$ cat config.mk
export PLATFORM = sky130hd
export DESIGN_NAME = rsl_top
export DESIGN_NICKNAME = d
export VERILOG_FILES = /design/src/hw/rsl_pkg.sv /design/src/hw/rsl_clk_loss.sv /design/src/hw/rsl_top.sv /design/src/hw/rsl_wdt_clk.sv
export SDC_FILE = /design/constraint.sdc
export NUM_CORES = 1
export LEC_CHECK = 0
export ABC_AREA = 0
export ABC_CLOCK_PERIOD_IN_PS = 4350
export BUFFER_PORTS_ARGS = -buffer_cell sky130_fd_sc_hd__buf_2
export CAP_MARGIN = 10
export CORE_MARGIN = 2
export CORE_UTILIZATION = 52
export CTS_CLUSTER_DIAMETER = 60
export DETAILED_ROUTE_END_ITERATION = 10
export PLACE_DENSITY = 0.88
export SLEW_MARGIN = 20
export SYNTH_ARGS = -nofsm -noshare
export SYNTH_HDL_FRONTEND = slang
export SYNTH_SLANG_ARGS = --single-unit
export TNS_END_PERCENT = 50
$ cat constraint.sdc
create_clock -name clk -period 4.35 [get_ports clk]
set_input_delay 0.435 -clock clk [delete_from_list [all_inputs] [get_ports clk]]
set_output_delay 0.435 -clock clk [all_outputs]
set_load 0.005 [all_outputs]
$ cat src/hw/rsl_pkg.sv
/*
  Constants, field layout and state types of the reset source logic.
  Assumes one 100 MHz system clock and a byte-wide special-function register port.
*/
// Behaviour
// [RULE1] Low reset pin resets; bit 0 flags it
// [RULE2] Clock-edge one-shot expiry causes system reset
// [RULE3] Bit 2 reads 1 only after clock-loss reset
// [RULE4] Writing bit 2 enables or disables detector
// [RULE5] Internal resets never drive the reset pin
// [RULE6] Bit 5 enables comparator low-output reset
// [RULE7] Bit 5 reads 1 after comparator reset
// [RULE8] Software settles comparator before enabling it
// [RULE9] Watchdog enabled, clocked at clock/12 after reset
// [RULE10] Watchdog overflow resets; bit 3 flags it
// [RULE11] Flash-enabled data write above limit resets
// [RULE12] Code read or branch above limit resets
// [RULE13] Security-blocked flash access resets
// [RULE14] Flash access without high supply monitor resets
// [RULE15] Bit 6 flags flash error; read-only
// [RULE16] Writing bit 4 forces reset; flags it
// [RULE17] Writing bit 1 selects supply monitor source
// [RULE18] Bit 1 set after power-on or supply reset
// [RULE19] Software writes whole values, no read-modify-write
// [RULE20] Bit 7 reads zero, ignores writes
// [RULE21] Supply monitor resets only enabled and selected
// [RULE22] Reset sets one flag, keeps enable settings
package rsl_pkg;

  // Register location and bit layout
  localparam logic [7:0] RSL_CAUSE_ADDR = 8'hef;
  localparam int RSL_BIT_PIN  = 0;
  localparam int RSL_BIT_POR  = 1;
  localparam int RSL_BIT_MCD  = 2;
  localparam int RSL_BIT_WDT  = 3;
  localparam int RSL_BIT_SW   = 4;
  localparam int RSL_BIT_CMP  = 5;
  localparam int RSL_BIT_FERR = 6;
  localparam int RSL_NSRC     = 7;

  // Reset values of the enables kept across internal resets
  localparam logic RSL_POR_SEL_RST = 1'b1;
  localparam logic RSL_MCD_EN_RST  = 1'b0;
  localparam logic RSL_CMP_EN_RST  = 1'b0;

  // Timing counts and the reserved flash base
  localparam int RSL_HOLD_CYCLES = 16;
  localparam int RSL_HOLD_W      = 5;
  localparam int RSL_WDT_DIV     = 12;
  localparam int RSL_WDT_W       = 4;
  localparam int RSL_MCD_TIMEOUT = 32;
  localparam int RSL_MCD_W       = 8;
  localparam logic [15:0] RSL_FLASH_RSVD_BASE = 16'hfc00;

  typedef enum logic [0:0] {RSL_RUN, RSL_HOLD} rsl_phase_t;

  // Flash access attempt as seen from the core
  typedef struct packed {
    logic        write_enable;
    logic        xdata_wr;
    logic [15:0] xdata_addr;
    logic        code_rd;
    logic        branch_fetch;
    logic [15:0] code_addr;
    logic        flash_op;
    logic        secure_block;
  } rsl_flash_req_t;

  typedef struct packed {
    rsl_phase_t              phase;
    logic [RSL_HOLD_W-1:0]   hold_cnt;
    logic [RSL_NSRC-1:0]     cause;
    logic                    por_sel;
    logic                    mcd_en;
    logic                    cmp_en;
    logic                    sys_rst_n;
    logic                    pin_oe_n;
    logic                    pin_out;
    logic [7:0]              rdata;
  } rsl_state_t;

  typedef struct packed {
    logic                 prev;
    logic [RSL_MCD_W-1:0] cnt;
    logic                 expired;
  } rsl_mcd_state_t;

  typedef struct packed {
    logic [RSL_WDT_W-1:0] div;
    logic                 en;
    logic                 tick;
  } rsl_wdt_state_t;

endpackage

$ cat src/hw/rsl_clk_loss.sv
/*
  Clock loss one-shot: restarted by every change of the sampled clock level.
  Assumes clk_level is a synchronous copy of the watched system clock.
*/
`timescale 1ns/1ps
module rsl_clk_loss import rsl_pkg::*; #(
  parameter logic [RSL_MCD_W-1:0] TIMEOUT_CYCLES = RSL_MCD_TIMEOUT[RSL_MCD_W-1:0]
) (
  // Clock and reset
  input  wire logic clk,
  input  wire logic rst_n,
  // Control
  input  wire logic enable,
  input  wire logic restart,
  input  wire logic clk_level,
  // Result
  output logic      expired
);

  rsl_mcd_state_t s_q;
  rsl_mcd_state_t s_d;

  always_comb begin
    s_d = s_q;
    s_d.prev = clk_level;
    if (!enable || restart || (clk_level != s_q.prev)) begin
      s_d.cnt = '0;
    end else if (s_q.cnt != TIMEOUT_CYCLES) begin
      s_d.cnt = s_q.cnt + 1'b1;
    end
    s_d.expired = enable && !restart && (s_d.cnt == TIMEOUT_CYCLES); // RULE2
  end

  always_ff @(posedge clk or negedge rst_n) begin
    if (!rst_n) begin
      s_q <= '0;
    end else begin
      s_q <= s_d;
    end
  end

  assign expired = s_q.expired;

endmodule

$ cat src/hw/rsl_top.sv
/*
  Reset source logic: collects reset requests, holds the system in reset,
  records the cause in the reset cause register and keeps the source enables.
  Assumes synchronous inputs, a byte register port that reads with one cycle
  of latency, and that rst_n is the power-on reset of this block.
*/
`timescale 1ns/1ps
module rsl_top import rsl_pkg::*; #(
  parameter logic [15:0]          FLASH_RSVD_BASE = RSL_FLASH_RSVD_BASE,
  parameter logic [RSL_MCD_W-1:0] MCD_TIMEOUT     = RSL_MCD_TIMEOUT[RSL_MCD_W-1:0]
) (
  // Clock and power-on reset
  input  wire logic            clk,
  input  wire logic            rst_n,
  // Reset pin, open drain
  input  wire logic            rst_pin_in_n,
  output logic                 rst_pin_out,
  output logic                 rst_pin_oe_n,
  // Reset sources
  input  wire logic            clk_level,
  input  wire logic            cmp_out,
  input  wire logic            wdt_overflow,
  input  wire logic            wdt_disable_req,
  input  wire logic            vdd_mon_en,
  input  wire logic            vdd_mon_high,
  input  wire logic            vdd_low,
  input  wire rsl_flash_req_t  flash_req,
  // Register port
  input  wire logic [7:0]      sfr_addr,
  input  wire logic            sfr_wr,
  input  wire logic            sfr_rd,
  input  wire logic [7:0]      sfr_wdata,
  output logic [7:0]           sfr_rdata,
  // System outputs
  output logic                 sys_rst_n,
  output logic                 wdt_en,
  output logic                 wdt_tick
);

  rsl_state_t          s_q;
  rsl_state_t          s_d;
  logic [RSL_NSRC-1:0] hit;
  logic [RSL_NSRC-1:0] pick;
  logic                mcd_expired;
  logic                flash_err;
  logic                wr_hit;
  logic                run;

  function automatic logic in_reserved(input logic [15:0] addr);
    return addr >= FLASH_RSVD_BASE;
  endfunction

  // Fixed priority when several sources fire together
  function automatic logic [RSL_NSRC-1:0] pick_one(input logic [RSL_NSRC-1:0] h);
    logic [RSL_NSRC-1:0] p;
    p = '0;
    if (h[RSL_BIT_PIN]) begin
      p[RSL_BIT_PIN] = 1'b1;
    end else if (h[RSL_BIT_POR]) begin
      p[RSL_BIT_POR] = 1'b1;
    end else if (h[RSL_BIT_MCD]) begin
      p[RSL_BIT_MCD] = 1'b1;
    end else if (h[RSL_BIT_CMP]) begin
      p[RSL_BIT_CMP] = 1'b1;
    end else if (h[RSL_BIT_WDT]) begin
      p[RSL_BIT_WDT] = 1'b1;
    end else if (h[RSL_BIT_FERR]) begin
      p[RSL_BIT_FERR] = 1'b1;
    end else if (h[RSL_BIT_SW]) begin
      p[RSL_BIT_SW] = 1'b1;
    end
    return p;
  endfunction

  rsl_clk_loss #(
    .TIMEOUT_CYCLES (MCD_TIMEOUT)
  ) u_clk_loss (
    .clk       (clk),
    .rst_n     (rst_n),
    .enable    (s_q.mcd_en),
    .restart   (!s_q.sys_rst_n),
    .clk_level (clk_level),
    .expired   (mcd_expired)
  );

  rsl_wdt_clk u_wdt_clk (
    .clk         (clk),
    .rst_n       (rst_n),
    .sys_rst     (!s_q.sys_rst_n),
    .disable_req (wdt_disable_req),
    .wdt_en      (wdt_en),
    .wdt_tick    (wdt_tick)
  );

  assign run    = (s_q.phase == RSL_RUN);
  assign wr_hit = sfr_wr && (sfr_addr == RSL_CAUSE_ADDR);

  // Flash errors: bad write, bad read or fetch, security, weak supply guard
  assign flash_err =
      (flash_req.write_enable && flash_req.xdata_wr &&
       in_reserved(flash_req.xdata_addr)) ||                          // RULE11
      ((flash_req.code_rd || flash_req.branch_fetch) &&
       in_reserved(flash_req.code_addr)) ||                           // RULE12
      flash_req.secure_block ||                                       // RULE13
      (flash_req.flash_op &&
       !(vdd_mon_en && vdd_mon_high && s_q.por_sel));                  // RULE14

  always_comb begin
    hit = '0;
    // Own drive on the pin must not look like an external reset
    hit[RSL_BIT_PIN]  = !rst_pin_in_n && s_q.pin_oe_n;                // RULE1
    hit[RSL_BIT_POR]  = vdd_mon_en && s_q.por_sel && vdd_low;          // RULE21
    hit[RSL_BIT_MCD]  = mcd_expired;                                  // RULE2
    hit[RSL_BIT_CMP]  = s_q.cmp_en && !cmp_out;                       // RULE6
    hit[RSL_BIT_WDT]  = wdt_overflow;                                 // RULE10
    hit[RSL_BIT_FERR] = flash_err;                                    // RULE15
    hit[RSL_BIT_SW]   = wr_hit && sfr_wdata[RSL_BIT_SW];              // RULE16
    pick = pick_one(hit);
  end

  always_comb begin
    s_d = s_q;
    s_d.rdata = '0;
    if (sfr_rd && (sfr_addr == RSL_CAUSE_ADDR)) begin
      s_d.rdata = {1'b0, s_q.cause};                                  // RULE20
    end
    case (s_q.phase)
      RSL_RUN: begin
        // Bits 0, 3 and 6 are flags only; writes there are dropped
        if (wr_hit) begin
          s_d.por_sel = sfr_wdata[RSL_BIT_POR];                      // RULE17
          s_d.mcd_en  = sfr_wdata[RSL_BIT_MCD];                      // RULE4
          s_d.cmp_en  = sfr_wdata[RSL_BIT_CMP];                      // RULE6
        end
        if (|hit) begin
          s_d.phase     = RSL_HOLD;
          s_d.hold_cnt  = '0;
          s_d.cause     = pick;                                       // RULE22 RULE3 RULE7
          s_d.sys_rst_n = 1'b0;
          // Only a supply reset pulls the pin; internal ones leave it free
          s_d.pin_oe_n  = !pick[RSL_BIT_POR];                         // RULE5
        end
      end
      RSL_HOLD: begin
        if (s_q.hold_cnt != RSL_HOLD_W'(RSL_HOLD_CYCLES - 1)) begin
          s_d.hold_cnt = s_q.hold_cnt + 1'b1;
        end else if (s_q.cause[RSL_BIT_PIN] && !rst_pin_in_n) begin
          s_d.hold_cnt = s_q.hold_cnt;                                // RULE1
        end else if (s_q.cause[RSL_BIT_POR] && vdd_mon_en && vdd_low) begin
          s_d.hold_cnt = s_q.hold_cnt;                                // RULE18
        end else begin
          s_d.phase     = RSL_RUN;
          s_d.sys_rst_n = 1'b1;
          s_d.pin_oe_n  = 1'b1;
        end
      end
      default: begin
        s_d.phase = RSL_RUN;
      end
    endcase
  end

  // Power-on: hold in reset, drive the pin, flag only the supply bit
  always_ff @(posedge clk or negedge rst_n) begin
    if (!rst_n) begin
      s_q <= '{phase:     RSL_HOLD,
               hold_cnt:  '0,
               cause:     RSL_NSRC'(1 << RSL_BIT_POR),               // RULE18
               por_sel:   RSL_POR_SEL_RST,
               mcd_en:    RSL_MCD_EN_RST,
               cmp_en:    RSL_CMP_EN_RST,
               sys_rst_n: 1'b0,
               pin_oe_n:  1'b0,
               pin_out:   1'b0,
               rdata:     '0};
    end else begin
      s_q <= s_d;
    end
  end

  assign rst_pin_out  = s_q.pin_out;
  assign rst_pin_oe_n = s_q.pin_oe_n;
  assign sfr_rdata    = s_q.rdata;
  assign sys_rst_n    = s_q.sys_rst_n;
endmodule

$ cat src/hw/rsl_wdt_clk.sv
/*
  Watchdog enable and clock/12 tick generator, re-armed by every system reset.
  Assumes the watchdog counter itself lives outside and counts on tick.
*/
`timescale 1ns/1ps
module rsl_wdt_clk import rsl_pkg::*; (
  // Clock and reset
  input  wire logic clk,
  input  wire logic rst_n,
  // Control
  input  wire logic sys_rst,
  input  wire logic disable_req,
  // Outputs
  output logic      wdt_en,
  output logic      wdt_tick
);

  rsl_wdt_state_t s_q;
  rsl_wdt_state_t s_d;

  always_comb begin
    s_d = s_q;
    s_d.tick = 1'b0;
    if (sys_rst) begin
      s_d.en  = 1'b1; // RULE9
      s_d.div = '0;
    end else begin
      if (disable_req) begin
        s_d.en = 1'b0;
      end
      if (s_q.div == RSL_WDT_W'(RSL_WDT_DIV - 1)) begin
        s_d.div  = '0;
        s_d.tick = s_d.en; // RULE9
      end else begin
        s_d.div = s_q.div + 1'b1;
      end
    end
  end

  always_ff @(posedge clk or negedge rst_n) begin
    if (!rst_n) begin
      s_q <= '{div: '0, en: 1'b1, tick: 1'b0};
    end else begin
      s_q <= s_d;
    end
  end

  assign wdt_en   = s_q.en;
  assign wdt_tick = s_q.tick;

endmodule

**After elaboration in Yosys (flattened, before gate mapping)**

Index checks and enable logic that the tools add are counted.

- $lt $le $gt $ge: 2
- Bitwise logic cells: 1
- Equal/unequal tests: 11
- Muxes and demuxes: 34
- Add/sub/neg operators: 3
- Reductions and logical operators: 35

Operators with widths:

| operator | count |
|---|---|
| greater-or-equal comparator 16 bit, second input constant | 2 |
| logical AND 1 bit | 18 |
| 2-to-1 mux 1 bit | 17 |
| 2-to-1 mux 8 bit | 2 |
| 2-to-1 mux 5 bit | 3 |
| 2-to-1 mux 13 bit | 1 |
| case mux 6 bit (2 select lines) | 1 |
| 2-to-1 mux 2 bit | 5 |
| adder 8 x 1 -> 8 bit, second input constant | 1 |
| equality test 8 x 6 -> 1 bit, second input constant | 1 |
| equality test 8 bit, second input constant | 1 |
| 2-to-1 mux 4 bit | 2 |
| inequality test 8 x 6 -> 1 bit, second input constant | 1 |
| 2-to-1 mux 7 bit | 1 |
| OR reduction 7 bit | 1 |
| logical NOT 1 bit | 6 |
| logical OR 1 bit | 6 |
| 2-to-1 mux 6 bit | 1 |
| inequality test 2 bit, second input constant | 3 |
| AND reduction 2 bit | 3 |
| adder 5 x 1 -> 5 bit, second input constant | 1 |
| inequality test 5 x 4 -> 1 bit, second input constant | 1 |
| adder 4 x 1 -> 4 bit, second input constant | 1 |
| equality test 4 bit, second input constant | 1 |
| other kinds (5) | 6 |

- Input port bits: 66
- Output and inout bits: 13
- Register bits after elaboration: 42

**Longest topological paths before layout**

- Depth after elaboration: 14
- Depth in mapped cells: 7

**Cells and area by module**

From an unflattened synthesis, not the netlist that was laid out.

- Cell total of the unflattened synthesis: 200
- Area, all modules: 2,092.0 µm²

By module, submodules not included:

| module | cells an instance | instances | area an instance (µm²) | seq. area each (µm²) |
|---|---|---|---|---|
| rsl_top | 119 | 1 | 1,268.7 | 629.4 |
| rsl_clk_loss | 59 | 1 | 571.8 | 250.2 |
| rsl_wdt_clk | 22 | 1 | 251.5 | 151.4 |

**Worst setup path after synthesis**

OpenSTA, ideal clock, no wires.

- Path type: input-to-reg
- Start: input port sfr_addr[4]
- End: register s_q[14] in the netlist's numbering
- Cell stages on the path: 5
- Data arrival time: 1.726 ns
- Path slack: 2.499 ns
- Path through: nand4b_1 nor2_1 nand3_1 a21oi_4 mux2_4

- Word-level cells in the longest chain between the ends: 5

RTL lines:

| item | RTL line | source |
|---|---|---|
| from (decl) | rsl_top.sv:29 | `input wire logic [7:0] sfr_addr,` |
| equality test 8 bit | rsl_top.sv:96 | `assign wr_hit = sfr_wr && (sfr_addr == RSL_CAUSE_ADDR);` |
| logical AND 1 bit | rsl_top.sv:96 |  |
| logical AND 1 bit | rsl_top.sv:117 | `hit[RSL_BIT_SW] = wr_hit && sfr_wdata[RSL_BIT_SW];` |
| OR reduction 7 bit | rsl_top.sv:135 | `if (\|hit) begin` |
| AND reduction 2 bit (no source line) | -- |  |
| to (signal assigned) | rsl_top.sv:166 | `s_q <= '{phase: RSL_HOLD,` |
| to (decl) | rsl_top.sv:40 | `rsl_state_t s_q;` |

No other way between the ends.
A chain may end at the register's enable or synchronous reset.

**Worst setup path after layout**

- Start: register s_q, in the netlist rst_pin_oe_n
- End: register s_q[14] in the netlist's numbering

- Word-level cells in the longest chain between the ends: 3
- Elaborated cells on any way between the ends: 4
- Classes of those cells: mux (1); reduce/logical (3)

RTL lines:

| item | RTL line | source |
|---|---|---|
| logical AND 1 bit (*) | rsl_top.sv:111 | `hit[RSL_BIT_PIN] = !rst_pin_in_n && s_q.pin_oe_n;` |
| OR reduction 7 bit | rsl_top.sv:135 |  |
| AND reduction 2 bit (no source line) | -- |  |

Mark *: on every way between the ends. The rest lies on a longest branch, timed or not.

==> reports/results.txt <==
Crit path time final -> 1900 ps
Status -> finished clean
Count of input and output buffers -> 52
Clock skew -> 12.1 ps
Initial antenna violation count -> 0
Drt wl/cell -> 14.2 um
Leakage -> 1.19 nW
Slew Viols, Final -> 0
Htree depth -> 2
PwrDens -> 415 nW/um^2
Fin crit share -> 0.438
CORE AREA -> 3720 sq um
Post-CTS resize count -> 0
Sequential area share after synthesis -> 0.509
R2R cell count -> 5
Chip width -> 66.4 um
Total gr overflow -> 0
Total of max-cap violations -> 0
Mean post-synth cell area -> 11.0 sq um
Largest net degree at the start of global routing -> 42
Cells after Synth -> 184
Root Driver -> clkbuf_8
Detailed Place HPWL -> 3030 um
GP Congestion -> 0.826
First-pass GRT wire length -> 6800 um
Top cell type's share of synthesized area -> 0.457
Die Y-Extent -> 66.4 um
Post-CTS Setup Inserts -> 0
Final hold vios -> 0
M2 GR Usage -> 0.368
Tightest Pin Transition -> 878 ps
Met1 GRT Util -> 0.249
Netlist cell types -> 45
CP Class -> reg -> reg
Initial Util -> 0.545
Synth Register Bits -> 41
CTS tree -> built
Total negative slack -> 0 ps
Fraction of registers with async set/reset -> 1.00
Area grow syn2layout -> 18.6%
CP max FO -> 8
Layout Nets -> 306
Achievable frequency -> 525 MHz
R2R setup slack -> 2450 ps
VDD IR max -> 0.330 mV
ANT nets after route -> 0
Vias in the first global route -> 1479
Global-route usage over all layers -> 0.212
Synthesized area -> 2030 sq um
Vias/cell -> 5.34
Die area -> 4410 sq um
Worst setup slack after layout -> 2450 ps
Reg-to-Reg Start -> rst_pin_oe_n$_DFFE_PN0P_
Via count -> 1516
Dominant cell type by area after synthesis -> dfrtp_1
Remaining routing DRC violations -> 0
Startpoint types -> flop
Critical path capture point type -> flop
CTS Hold Buffers Added -> 0
Relative slew slack -> 0.415
Endpoint of the worst register-to-register path -> s_q[14]$_DFFE_PN0P_
Critical Path AT -> 2090 ps
Worst-skew pair later-pin latency -> 300 ps
GR Layer Usage met3 -> 0.0664
DRT iter0 DRCs -> 103
Antenna fix cells -> 0
HP Class -> in -> async
Layout cells sized above 1 -> 0.331
Worst-path clk slew -> 80 ps
CP required -> 4530 ps
DRT Pass-1 Iters -> 4
Synth Flop Type -> dfrtp_1
Routed WL -> 4020 um
Clk buf depth -> 2
Setup violators final -> 0
Post-synth EDFFs -> 0
I/O Pins -> 79
YS warnings -> 0
Synth area leaders -> dfrtp_1 46%, dfstp_2 5.2%, mux2_4 4.4%, nor2_1 3.7%, buf_4 3.3%
CTS buffer count -> 5
RSZ-0062 raised after global routing -> false
Place WS -> 2170 ps
Most Crowded Layer GR -> met2
# clock sinks -> 41
Cell Rows -> 22
area by class of cell:
type	instances	area (sq um)
Fill cell	300	1310
Multi-Input combinational cell	126	897
Timing Repair Buffer	52	260
Clock inverter	2	37.5
Tap cell	48	60.1
Sequential cell	41	1030
Clock buffer	6	82.6
Inverter	9	33.8
worst max-delay path, cell delays in order, from the launching register on:
cell	delay, ps
dfrtp_1	400
nor2b_4	140
a311o_1	350
nor4_4	380
a21oi_4	180
mux2_4	330
synthesized netlist by cell type, types with 3 or more instances:
cell / instances
dfrtp_1: 37
nor2_1: 20
and3_1: 9
buf_4: 9
inv_1: 9
nand3_1: 9
nand2_1: 7
mux2_4: 6
nand4_1: 6
xnor2_1: 6
ha_1: 5
o21ai_0: 5
dfstp_2: 4
a21oi_1: 3
mux2_2: 3
mux2i_1: 3
nand2b_1: 3
nor2b_1: 3
nor3_1: 3
stage by stage:
step	util	total power [W]	cells	cell area, sq um	hold slack, ps
after floorplan	-	0.000616	185	2030	139
after global placement	0.614	0.000673	276	2280	457
after detailed placement	0.614	0.000688	276	2280	454
after CTS	0.646	0.00100	284	2400	265
after global routing	0.646	0.00106	284	2400	253
final	0.646	0.000997	284	2400	253
worst max path at each step:
stage	from	end	slack, ps
after CTS	rst_pin_oe_n$_DFFE_PN0P_	s_q[14]$_DFFE_PN0P_	2440
after global placement	sfr_addr[4]	s_q[14]$_DFFE_PN0P_	2220
after floorplan	sfr_addr[4]	s_q[14]$_DFFE_PN0P_	2500
final	rst_pin_oe_n$_DFFE_PN0P_	s_q[14]$_DFFE_PN0P_	2450
after global routing	rst_pin_oe_n$_DFFE_PN0P_	s_q[14]$_DFFE_PN0P_	2330
after detailed placement	sfr_addr[4]	s_q[14]$_DFFE_PN0P_	2170
flip-flops by register name, summed over array words and instances (netlist names):
signal and flops:
u_wdt_clk.s_q 4, u_wdt_clk.wdt_tick 1, sys_rst_n 1, rst_pin_oe_n 1, u_wdt_clk.wdt_en 1, s_q 16, u_clk_loss.s_q 9, sfr_rdata 7
u_clk_loss.expired 1
cells by family (layout without fill, tap and decap cells):
logic type / Yosys count / count (layout) / synth area share
simple gates: 75 / 75 / 0.211
compound gates: 24 / 24 / 0.0871
flops: 41 / 41 / 0.509
mux: 12 / 12 / 0.0760
fa+ha+maj: 5 / 5 / 0.0309
buf+inv: 18 / 69 / 0.0500
other cells: 1 / 2 / 0.00185
xor+xnor: 8 / 8 / 0.0346
where the power goes:
| group | internal [W] | switching [W] | leakage (nW) | total [W] |
|---|---|---|---|---|
| clock network | 0.000187 | 0.000132 | 0.0574 | 0.000318 |
| registers | 0.000442 | 0.0000509 | 0.534 | 0.000493 |
| logic | 0.000101 | 0.0000857 | 0.601 | 0.000186 |
cells in the final DEF (no fill, tap or decap), types with 7 or more instances in the layout:
cell,n
and3_1,9
buf_2,52
dfrtp_1,37
inv_1,9
nand2_1,7
nand3_1,9
nor2_1,20
routing by layer:
metal | wire length [um] | part of all wire
met2 | 2190 | 0.54
met1 | 1610 | 0.40
met3 | 138 | 0.034
met4 | 76 | 0.019
met5 | 0 | 0
(Power assumes the default switching activity.)
